--- src/hdl/obc_defines.svh ---
/*
  Constants for the configuration byte loader: flash locations, field
  positions, codes and timing counts.
  Assumes inclusion by bare name from the package and the design modules.
*/
// Functional notes
// - Byte0 bits 6:5 give window: 25, 50, 75, 100 percent.
// - Byte0 bit 4 enables watchdog counting.
// - Byte0 bits 3:1 select overflow 2^7..2^17 slow clock cycles.
// - Byte0 bit 0 clear lets software stop the slow oscillator.
// - Stoppable slow oscillator: no watchdog clock in halt or stop.
// - Watchdog keeps counting during self-programming and emulation.
// - Byte1 bit 0 sets voltage detector default on at power-up.
// - Voltage default bit writable only by external programmer.
// - Boot swap copies alternate byte1 into primary byte1 location.
// - Voltage default changes only after whole-chip erase.
// - Byte2 bit 0 selects fast oscillator: 0 is 8 MHz, 1 is 4 MHz.
// - Byte3 bit 1 picks debug pins: 1 oscillator pins, 0 port pins.
// - Byte4 bits 1:0: off, prohibited, on, on with erase on failure.
// - Boot swap fetches every byte from the alternate location.
// - All five bytes are read and applied during reset processing.
// - Five consecutive bytes from primary base; swap moves to alternate.
`ifndef OBC_DEFINES_SVH
`define OBC_DEFINES_SVH

`define OBC_PRI_BASE 16'h0080
`define OBC_ALT_BASE 16'h1080
`define OBC_NUM_BYTES 3'h5
`define OBC_WB_ADDR_W 8
// Register word offsets of the five bytes and status (byte offset = 4 x index)
`define OBC_REG_WDT 8'h80
`define OBC_REG_LVD 8'h81
`define OBC_REG_FOSC 8'h82
`define OBC_REG_DBGPIN 8'h83
`define OBC_REG_DBGCTL 8'h84
`define OBC_REG_STATUS 8'h90
// Field positions
`define OBC_WIN_HI 6
`define OBC_WIN_LO 5
`define OBC_WDT_EN 4
`define OBC_WDCS_HI 3
`define OBC_WDCS_LO 1
`define OBC_LOCK_BIT 0
`define OBC_LVD_BIT 0
`define OBC_FOSC_BIT 0
`define OBC_PIN_BIT 1
`define OBC_DBG_EN 1
`define OBC_DBG_ERASE 0
// Reset value (raw byte registers before fetch)
`define OBC_BYTE_RST 8'h00
// Fixed-pattern masks for programming checks
`define OBC_B3_MASK 8'hfd
`define OBC_B3_FIXED 8'h1c
// Flash read latency in clk cycles
`define OBC_FLASH_LAT 2'h1
`endif

--- src/hdl/obc_pkg.sv ---
/*
  Types for the configuration byte loader.
  Assumes obc_defines.svh is on the include path.
*/
`include "obc_defines.svh"
package obc_pkg;
  typedef enum logic [1:0] {OBC_WIN_25, OBC_WIN_50, OBC_WIN_75, OBC_WIN_100} obc_win_t;
  typedef enum logic [1:0] {OBC_DBG_OFF, OBC_DBG_BAD, OBC_DBG_KEEP, OBC_DBG_WIPE} obc_dbg_t;
  typedef enum {OBC_IDLE, OBC_REQ, OBC_WAIT, OBC_DONE} obc_state_t;

  // Decoded settings handed to consumer units
  typedef struct packed {
    obc_win_t wdt_window;
    logic wdt_run_enable;
    logic [2:0] wdt_period_sel;
    logic [4:0] wdt_ovf_log2;
    logic slow_osc_lock;
    logic voltage_detect_default_on;
    logic fast_osc_freq_sel;
    logic debug_pin_pair_sel;
    obc_dbg_t debug_mode;
    logic debug_enable;
    logic debug_erase_on_fail;
  } obc_cfg_t;

  // Flash read request and answer
  typedef struct packed {
    logic rd;
    logic [15:0] addr;
  } obc_flash_req_t;

  typedef struct packed {
    logic ready;
    logic [7:0] data;
  } obc_flash_rsp_t;

  // Classic Wishbone slave signals
  typedef struct packed {
    logic cyc;
    logic stb;
    logic we;
    logic [3:0] sel;
    logic [`OBC_WB_ADDR_W-1:0] adr;
    logic [31:0] dat;
  } obc_wb_req_t;
endpackage : obc_pkg

--- src/hdl/obc_byte_decode.sv ---
/*
  Combinational decoder from the five raw configuration bytes to settings.
  Assumes bytes are stable once the loader has finished fetching.
*/
`timescale 1ns/1ps
`include "obc_defines.svh"
module obc_byte_decode
  import obc_pkg::*;
(
  input wire logic [7:0] byte0_i, // Watchdog and slow oscillator byte
  input wire logic [7:0] byte1_i, // Voltage detector byte
  input wire logic [7:0] byte2_i, // Fast oscillator byte
  input wire logic [7:0] byte3_i, // Debug pin byte
  input wire logic [7:0] byte4_i, // Debug control byte
  output obc_pkg::obc_cfg_t cfg_o, // Decoded settings
  output logic pattern_err_o // Fixed bits or prohibited codes seen
);
  import obc_pkg::*;

  // Overflow code to power-of-two exponent
  function automatic logic [4:0] ovf_log2(input logic [2:0] sel);
    case (sel)
      3'h0: ovf_log2 = 5'h07;
      3'h1: ovf_log2 = 5'h08;
      3'h2: ovf_log2 = 5'h09;
      3'h3: ovf_log2 = 5'h0a;
      3'h4: ovf_log2 = 5'h0c;
      3'h5: ovf_log2 = 5'h0e;
      3'h6: ovf_log2 = 5'h0f;
      default: ovf_log2 = 5'h11;
    endcase
  endfunction : ovf_log2

  // Field extraction
  always_comb
  begin
    cfg_o.wdt_window = obc_win_t'(byte0_i[`OBC_WIN_HI:`OBC_WIN_LO]);
    cfg_o.wdt_run_enable = byte0_i[`OBC_WDT_EN];
    cfg_o.wdt_period_sel = byte0_i[`OBC_WDCS_HI:`OBC_WDCS_LO];
    cfg_o.wdt_ovf_log2 = ovf_log2(byte0_i[`OBC_WDCS_HI:`OBC_WDCS_LO]);
    cfg_o.slow_osc_lock = byte0_i[`OBC_LOCK_BIT];
    cfg_o.voltage_detect_default_on = byte1_i[`OBC_LVD_BIT];
    cfg_o.fast_osc_freq_sel = byte2_i[`OBC_FOSC_BIT];
    cfg_o.debug_pin_pair_sel = byte3_i[`OBC_PIN_BIT];
    cfg_o.debug_mode = obc_dbg_t'(byte4_i[1:0]);
    // Prohibited code 01 treated as disabled, the safe reading
    cfg_o.debug_enable = byte4_i[`OBC_DBG_EN];
    cfg_o.debug_erase_on_fail = byte4_i[`OBC_DBG_EN] & byte4_i[`OBC_DBG_ERASE];
  end

  // Flags programming slips; hardware decodes regardless
  assign pattern_err_o = byte0_i[7]
    | ((byte0_i[6:1] & 6'h37) == 6'h00)
    | (byte1_i[7:1] != 7'h00) | (byte2_i[7:1] != 7'h00)
    | ((byte3_i & `OBC_B3_MASK) != `OBC_B3_FIXED)
    | (byte4_i[7:2] != 6'h00) | (byte4_i[1:0] == 2'h1);
endmodule : obc_byte_decode

--- src/hdl/obc_loader.sv ---
/*
  Reset-time loader of the five configuration bytes, with watchdog and
  oscillator gating, programmer write gate and Wishbone read-back.
  Assumes a byte-wide flash read port answering with a ready pulse, and
  power-mode, programming-mode and swap inputs from the system controller.
*/
// The implementer's own choice: the Wishbone interface to the registers.
`timescale 1ns/1ps
`include "obc_defines.svh"
module obc_loader
  import obc_pkg::*;
(
  input wire logic clk_i, // System clock, 25 MHz
  input wire logic rst_i, // Synchronous reset, active high
  input wire logic boot_swap_i, // Boot swap active
  output obc_pkg::obc_flash_req_t flash_req_o, // Flash byte read request
  input wire obc_pkg::obc_flash_rsp_t flash_rsp_i, // Flash byte answer
  output logic cfg_valid_o, // Settings applied, reset may end
  output obc_pkg::obc_cfg_t cfg_o, // Decoded settings
  input wire logic halt_i, // CPU in halt mode
  input wire logic stop_i, // CPU in stop mode
  input wire logic slow_osc_stop_req_i, // Software stop request
  input wire logic flash_selfprog_i, // Self-programming or emulation busy
  output logic slow_osc_run_o, // Slow oscillator enable
  output logic wdt_clk_en_o, // Watchdog count clock gate
  input wire logic ext_prog_mode_i, // Dedicated programmer attached
  input wire logic chip_erased_i, // Whole-chip erase since last write
  input wire logic lvd_wr_req_i, // Attempt to write voltage default
  output logic lvd_wr_allow_o, // Voltage default write accepted
  output logic swap_copy_o, // Copy alternate byte1 to primary
  input wire logic wb_cyc_i, // Wishbone cycle
  input wire logic wb_stb_i, // Wishbone strobe
  input wire logic wb_we_i, // Wishbone write
  input wire logic [3:0] wb_sel_i, // Wishbone byte select
  input wire logic [`OBC_WB_ADDR_W-1:0] wb_adr_i, // Word index
  input wire logic [31:0] wb_dat_i, // Write data, ignored
  output logic [31:0] wb_dat_o, // Read data
  output logic wb_ack_o, // Acknowledge
  output logic wb_err_o // Unmapped or write access
);
  import obc_pkg::*;

  typedef struct packed {
    obc_state_t state;
    logic [2:0] idx;
    logic swap;
    logic [4:0][7:0] bytes;
    logic valid;
    logic ack;
    logic err;
    logic [31:0] rdat;
  } obc_regs_t;

  obc_regs_t r;
  obc_regs_t next_r;
  obc_cfg_t dec_cfg;
  logic pattern_err;

  // Raw bytes are decoded continuously; the decoder holds no state
  obc_byte_decode u_dec
  (
    .byte0_i(r.bytes[0]),
    .byte1_i(r.bytes[1]),
    .byte2_i(r.bytes[2]),
    .byte3_i(r.bytes[3]),
    .byte4_i(r.bytes[4]),
    .cfg_o(dec_cfg),
    .pattern_err_o(pattern_err)
  );

  // Word index to read value
  function automatic logic [31:0] reg_read(input logic [`OBC_WB_ADDR_W-1:0] a,
                                           input obc_regs_t s, input logic perr);
    case (a)
      `OBC_REG_WDT: reg_read = {24'h000000, s.bytes[0]};
      `OBC_REG_LVD: reg_read = {24'h000000, s.bytes[1]};
      `OBC_REG_FOSC: reg_read = {24'h000000, s.bytes[2]};
      `OBC_REG_DBGPIN: reg_read = {24'h000000, s.bytes[3]};
      `OBC_REG_DBGCTL: reg_read = {24'h000000, s.bytes[4]};
      `OBC_REG_STATUS: reg_read = {29'h00000000, perr, s.swap, s.valid};
      default: reg_read = 32'h00000000;
    endcase
  endfunction : reg_read

  function automatic logic reg_hit(input logic [`OBC_WB_ADDR_W-1:0] a);
    reg_hit = (a >= `OBC_REG_WDT && a <= `OBC_REG_DBGCTL) || a == `OBC_REG_STATUS;
  endfunction : reg_hit

  // Fetch sequence and bus slave
  always_comb
  begin
    next_r = r;
    next_r.ack = 1'b0;
    next_r.err = 1'b0;
    case (r.state)
      OBC_IDLE:
      begin
        next_r.swap = boot_swap_i;
        next_r.idx = 3'h0;
        next_r.state = OBC_REQ;
      end
      OBC_REQ:
      begin
        next_r.state = OBC_WAIT;
      end
      OBC_WAIT:
      begin
        if (flash_rsp_i.ready)
        begin
          next_r.bytes[r.idx] = flash_rsp_i.data;
          if (r.idx == `OBC_NUM_BYTES - 3'h1)
          begin
            next_r.state = OBC_DONE;
            next_r.valid = 1'b1;
          end
          else
          begin
            next_r.idx = r.idx + 3'h1;
            next_r.state = OBC_REQ;
          end
        end
      end
      OBC_DONE:
      begin
        next_r.state = OBC_DONE;
      end
      default:
      begin
        next_r.state = OBC_IDLE;
      end
    endcase
    // One-cycle answer; ack drops the cycle after it was given
    if (wb_cyc_i && wb_stb_i && !r.ack && !r.err)
    begin
      if (!wb_we_i && reg_hit(wb_adr_i))
      begin
        next_r.ack = 1'b1;
        next_r.rdat = reg_read(wb_adr_i, r, pattern_err);
      end
      else
      begin
        next_r.err = 1'b1; // Read-only map: writes and holes are errors
      end
    end
  end

  always_ff @(posedge clk_i)
  begin
    if (rst_i)
    begin
      r.state <= OBC_IDLE;
      r.idx <= 3'h0;
      r.swap <= 1'b0;
      r.bytes <= {5{`OBC_BYTE_RST}};
      r.valid <= 1'b0;
      r.ack <= 1'b0;
      r.err <= 1'b0;
      r.rdat <= 32'h00000000;
    end
    else
    begin
      r <= next_r;
    end
  end

  // Flash address: primary or alternate base plus index
  assign flash_req_o.rd = (r.state == OBC_REQ);
  assign flash_req_o.addr = (r.swap ? `OBC_ALT_BASE : `OBC_PRI_BASE) + {13'h0000, r.idx};

  // Settings before the fetch ends read as all zero
  assign cfg_o = r.valid ? dec_cfg : '0;
  assign cfg_valid_o = r.valid;

  // Slow oscillator stops only when unlocked and requested
  assign slow_osc_run_o = !(r.valid && !cfg_o.slow_osc_lock && slow_osc_stop_req_i);
  // Flash self-programming deliberately not a gating term
  assign wdt_clk_en_o = cfg_o.wdt_run_enable && slow_osc_run_o
    && !(!cfg_o.slow_osc_lock && (halt_i || stop_i));

  // Voltage default write: programmer only, never self-programming
  assign lvd_wr_allow_o = lvd_wr_req_i && ext_prog_mode_i && !flash_selfprog_i
    && chip_erased_i;
  // Swap carries alternate byte1 into the primary slot
  assign swap_copy_o = r.swap && r.valid;

  assign wb_dat_o = r.rdat;
  assign wb_ack_o = r.ack;
  assign wb_err_o = r.err;
endmodule : obc_loader

--- config.mk ---
export PLATFORM = sky130hd
export DESIGN_NAME = obc_loader
export DESIGN_NICKNAME = d
export VERILOG_FILES = /design/src/hdl/obc_pkg.sv /design/src/hdl/obc_byte_decode.sv /design/src/hdl/obc_loader.sv
export VERILOG_INCLUDE_DIRS = /design/src /design/src/hdl
export SDC_FILE = /design/constraint.sdc
export NUM_CORES = 1
export LEC_CHECK = 0
export ABC_AREA = 1
export BUFFER_PORTS_ARGS = -buffer_cell sky130_fd_sc_hd__buf_2
export CAP_MARGIN = 20
export CORE_MARGIN = 2
export CORE_UTILIZATION = 52
export DETAILED_ROUTE_END_ITERATION = 7
export GPL_TIMING_DRIVEN = 0
export PLACE_DENSITY_LB_ADDON = 0.25
export SYNTH_ARGS = -nofsm -noshare
export SYNTH_HDL_FRONTEND = slang
export SYNTH_SLANG_ARGS = --single-unit
--- constraint.sdc ---
create_clock -name clk_i -period 3.4 [get_ports clk_i]
set_input_delay 0.68 -clock clk_i [delete_from_list [all_inputs] [get_ports clk_i]]
set_output_delay 0.68 -clock clk_i [all_outputs]
set_load 0.02 [all_outputs]
* Yosys cells after proc, flatten, opt, wreduce, memory -nomap -nowiden
Cells that the tools add are included.
** Word-level totals
- Bits in registers :: 111
** Operators by class
- Add/sub/neg operators :: 2
- Reductions and logical operators :: 36
- Eq/ne operators :: 21
- Muxes and demuxes :: 14
- Bitwise logic cells :: 8
- $lt $le $gt $ge :: 4
** Operators with widths (number)
- case mux 32 bit (4 select lines) :: 1
- == test 32 x 2 -> 1 bit (second input constant) :: 3
- == test 8 bit (second input constant) :: 6
- case mux 8 bit (6 select lines) :: 1
- bitwise mux 40 bit :: 1
- two-way mux 35 bit :: 1
- case mux 5 bit (7 select lines) :: 1
- == test 32 x 1 -> 1 bit (second input constant) :: 1
- zero test 32 bit :: 1
- demux 8 bit (select 3 bit) :: 1
- two-way mux 19 bit :: 1
- logical AND 1 bit :: 15
- adder 13 x 3 -> 14 bit :: 1
- nonzero test 7 bit :: 2
- two-way mux 13 bit :: 1
- == test 3 bit (second input constant) :: 4
- greater-or-equal comparator 8 bit (second input constant) :: 1
- <= comparator 8 bit (second input constant) :: 1
- two-way mux 8 bit :: 1
- zero test 1 bit :: 7
- != test 7 x 4 -> 1 bit (second input constant) :: 1
- == test 3 x 2 -> 1 bit (second input constant) :: 2
- zero test 6 bit :: 1
- OR 1 bit :: 6
- other kinds (19) :: 24

* Logic depth before layout (Yosys ltp)
- Depth after elaboration :: 9
- Depth in mapped cells :: 11
- Mapped depth without buffers :: 10

* Hierarchy
Synthesis repeated with hierarchy kept, for this count alone.
** Unflattened totals
- Cell total of the unflattened synthesis :: 542
- Area, all modules :: 3464.6 sq um
** By module, submodules not included
- obc_loader :: times used 1, area each 3161.8 sq um, cells each 483
- obc_byte_decode :: times used 1, area each 302.8 sq um, cells each 59

* Least setup slack after synthesis
Ideal clock, no wire load.
- Path type :: register to output
- Start :: register r (netlist bit cfg_valid_o)
- End :: output port cfg_o[8] in the netlist's numbering
- Arrival time :: 1.332 ns
- Path slack :: 1.388 ns
- Cell stages (with the launch flop) :: 4
- Cells stage by stage :: dfxtp_1 clkbuf_1 inv_1 a211oi_1
** RTL lines
- from (decl) :: RTL line obc_loader.sv:54 : obc_regs_t r;
- from (signal assigned) :: RTL line obc_loader.sv:162 : r <= next_r;
- to (decl) :: RTL line obc_loader.sv:19 : output obc_pkg::obc_cfg_t cfg_o,

==> results.cfg <==
[power_and_ir_drop]
clkPwrFrac_pct = 41.9
p_sw_uw = 415
seqPwrFrac_pct = 46.0
p_per_area_nw_per_um2 = 368
p_comb_share_pct = 12.1
p_leak_uw = 0.00208
intPower_uw = 1080
p_sw_share_pct = 27.8
vdd_drop_max_mv = 0.294

[sta]
fmax_ghz = 0.395
hold_viol_final = 0
fin_crit_sh_pct = 74.4
fin_setup_tns_ps = 0
worst_pin_slew_ps = 602
slew_headroom_pct = 59.9
fin_crit_ps = 2530
timing.hold.ws_ps = 470
fin_skew_ps = 10.4
rsz0062_at_grt = false
drv_slew = 0
setup_ws_ps = 871
setup_violations = 0

[global_routing]
grt_usage_pct = 24.5
first_global_vias = 2896
grt_max_degree = 12
grt_pass1_wl_mm = 13.7
grt_overflow = 0
antenna_found_initial = 0

[routing]
wl_per_cell_um = 12.3
vias = 3311
first_iter_violations = 212
viasPerCell = 4.80
dr.pass1.iters = 5
drc = 0
drt.antenna.violating_nets = 0
wl_mm = 8.47

[setup_path]
critPathArrivalTime_ps = 1850
path_max_fanout = 10
cp_data_required_time_ps = 2720
start_kind = register
critPathKind = register to output port
end_kind = output port

[cells_and_area]
antennaDiodeCount = 0
final_area_um2 = 4070
areaGrowthSynthToFinish_pct = 23.0
final_common_cell = nor2_1
final.fill_count = 614
nets = 677
final_cell_mix = 80 x nor2_1, 72 x buf_2, 68 x inv_1, 67 x nand2_1, 57 x dfxtp_1
drive_gt1_share_pct = 26.1

[clock_tree]
cts_made_buffers = 9
cts_setup_buffers = 0
cts-resized-gates = 0
clk_latency_ps = 340
path_clk_slew_ps = 70
ctsHoldBuffers = 0
cts_tree = yes
cts_root_buffer = clkbuf_8
clk_path_buf_depth = 2
cts.sinks = 57
cts_htree_levels = 3

[floorplan]
die_area_um2 = 7010
core_um2 = 6240
rows = 29
die_w_um = 83.7
start_util_pct = 53.0
io_pins = 141
die_h_um = 83.7

[synthesis]
synthCells = 495
synth-edff-count = 0
synth_flop_cell = dfxtp_1
synth-seq-area-share_pct = 34.5
post_synth_instance_area_um2 = 3310
synth_cell_types = 36
syn-mean-instance-area_um2 = 6.68
ys_seq_elements = 57
ys_warn_count = 0
async_flop_share_pct = 0

[place]
preCtsSetupSlack_ps = 1230
gp_congestion = 0.889
post_dp_cell_area_um2 = 3870
io_buffers = 68
dpl.hpwl_mm = 6.54

[job]
max_cap_violations = 0

[min_path]
hold_path.class = register to register

[status]
status = finished clean
[flip-flops by register name, summed over array words and instances (netlist names)]
register	cells
r	46
cfg_valid_o	1
wb_dat_o	8
wb_ack_o	1
wb_err_o	1
[layer usage]
metal	track usage, %	part of all wire [%]	vias to the layer above
met1	32.1	44	1462
li1	-	-	1703
met3	6.92	9.0	15
met2	39.1	46	131
met5	0	0	-
met4	7.62	1.7	0
[kinds of logic after synthesis]
group	count (synthesis)	synth area share [%]
AOI/OAI and AO/OA	94	14.6
adders and majority gates	3	1.36
other	2	0.227
buffers and inverters	136	21.9
DFF	57	34.5
and+or+nand+nor	203	27.3
[worst max-delay path, stage by stage (launching register included)]
cell and delay [ps]:
dfxtp_1 330, clkbuf_1 300, clkbuf_1 520, nand2_1 130, inv_1 70, buf_2 150
[Yosys cell counts (2+ instances only)]
master | count | share of area [%]
and3_1 | 2 | 0.38
a21oi_1 | 36 | 5.5
conb_1 | 2 | 0.23
and2_1 | 3 | 0.57
nand2_1 | 67 | 7.6
ha_1 | 2 | 0.76
dfxtp_1 | 57 | 35
o21ai_0 | 51 | 7.7
inv_1 | 68 | 7.7
buf_4 | 50 | 11
nor3_1 | 3 | 0.45
nand3_1 | 28 | 4.2
buf_6 | 2 | 0.68
nor2_1 | 80 | 9.1
o22ai_1 | 2 | 0.38
nand4_1 | 4 | 0.76
inv_2 | 2 | 0.23
clkbuf_1 | 7 | 0.79
nor3_2 | 2 | 0.61
buf_2 | 4 | 0.61
nor2_2 | 3 | 0.57
nand2_2 | 6 | 1.1
[final cells by class]
class | instances | area (um^2) | share of cell area, %
multi-input combinational | 336 | 1570 | 38.6
sequential | 57 | 1140 | 28.1
buffer | 64 | 448 | 11.0
timing repair buffer | 68 | 340 | 8.37
inverter | 72 | 277 | 6.80
clock buffer | 9 | 124 | 3.05
tap | 77 | 96.3 | 2.37
clock inverter | 7 | 71.3 | 1.75
[power by group through the flow]
| stage | Combinational, uW | Sequential [uW] | Clock, uW |
|---|---|---|---|
| 2_1_floorplan | 132 | 700 | 0 |
| 3_3_place_gp | 175 | 702 | 0 |
| 5_1_grt | 198 | 689 | 659 |
| 3_5_place_dp | 177 | 703 | 0 |
| 4_1_cts | 177 | 688 | 626 |
| 6_report | 180 | 688 | 627 |
[worst paths after layout]
| kind | start | endpoint | slack [ps] | depth (start not counted) |
|---|---|---|---|---|
| max reg2reg | r[76] | r[78] | 1800 | 8 |
| max | cfg_valid_o | cfg_o[5] | 870 | 5 |
| min | r[70] | r[70] | 470 | 2 |
| min reg2reg | r[70] | r[70] | 470 | 2 |
[stage by stage]
| stage | utilization, % | power [uW] | cells |
|---|---|---|---|
| floorplan | - | 832 | 529 |
| CTS | 65.1 | 1490 | 690 |
| detailed placement | 62.0 | 880 | 674 |
| global route | 65.1 | 1550 | 690 |
| finish | 65.1 | 1490 | 690 |
| global placement | 62.0 | 877 | 674 |
Power figures use the tool's default switching activity.
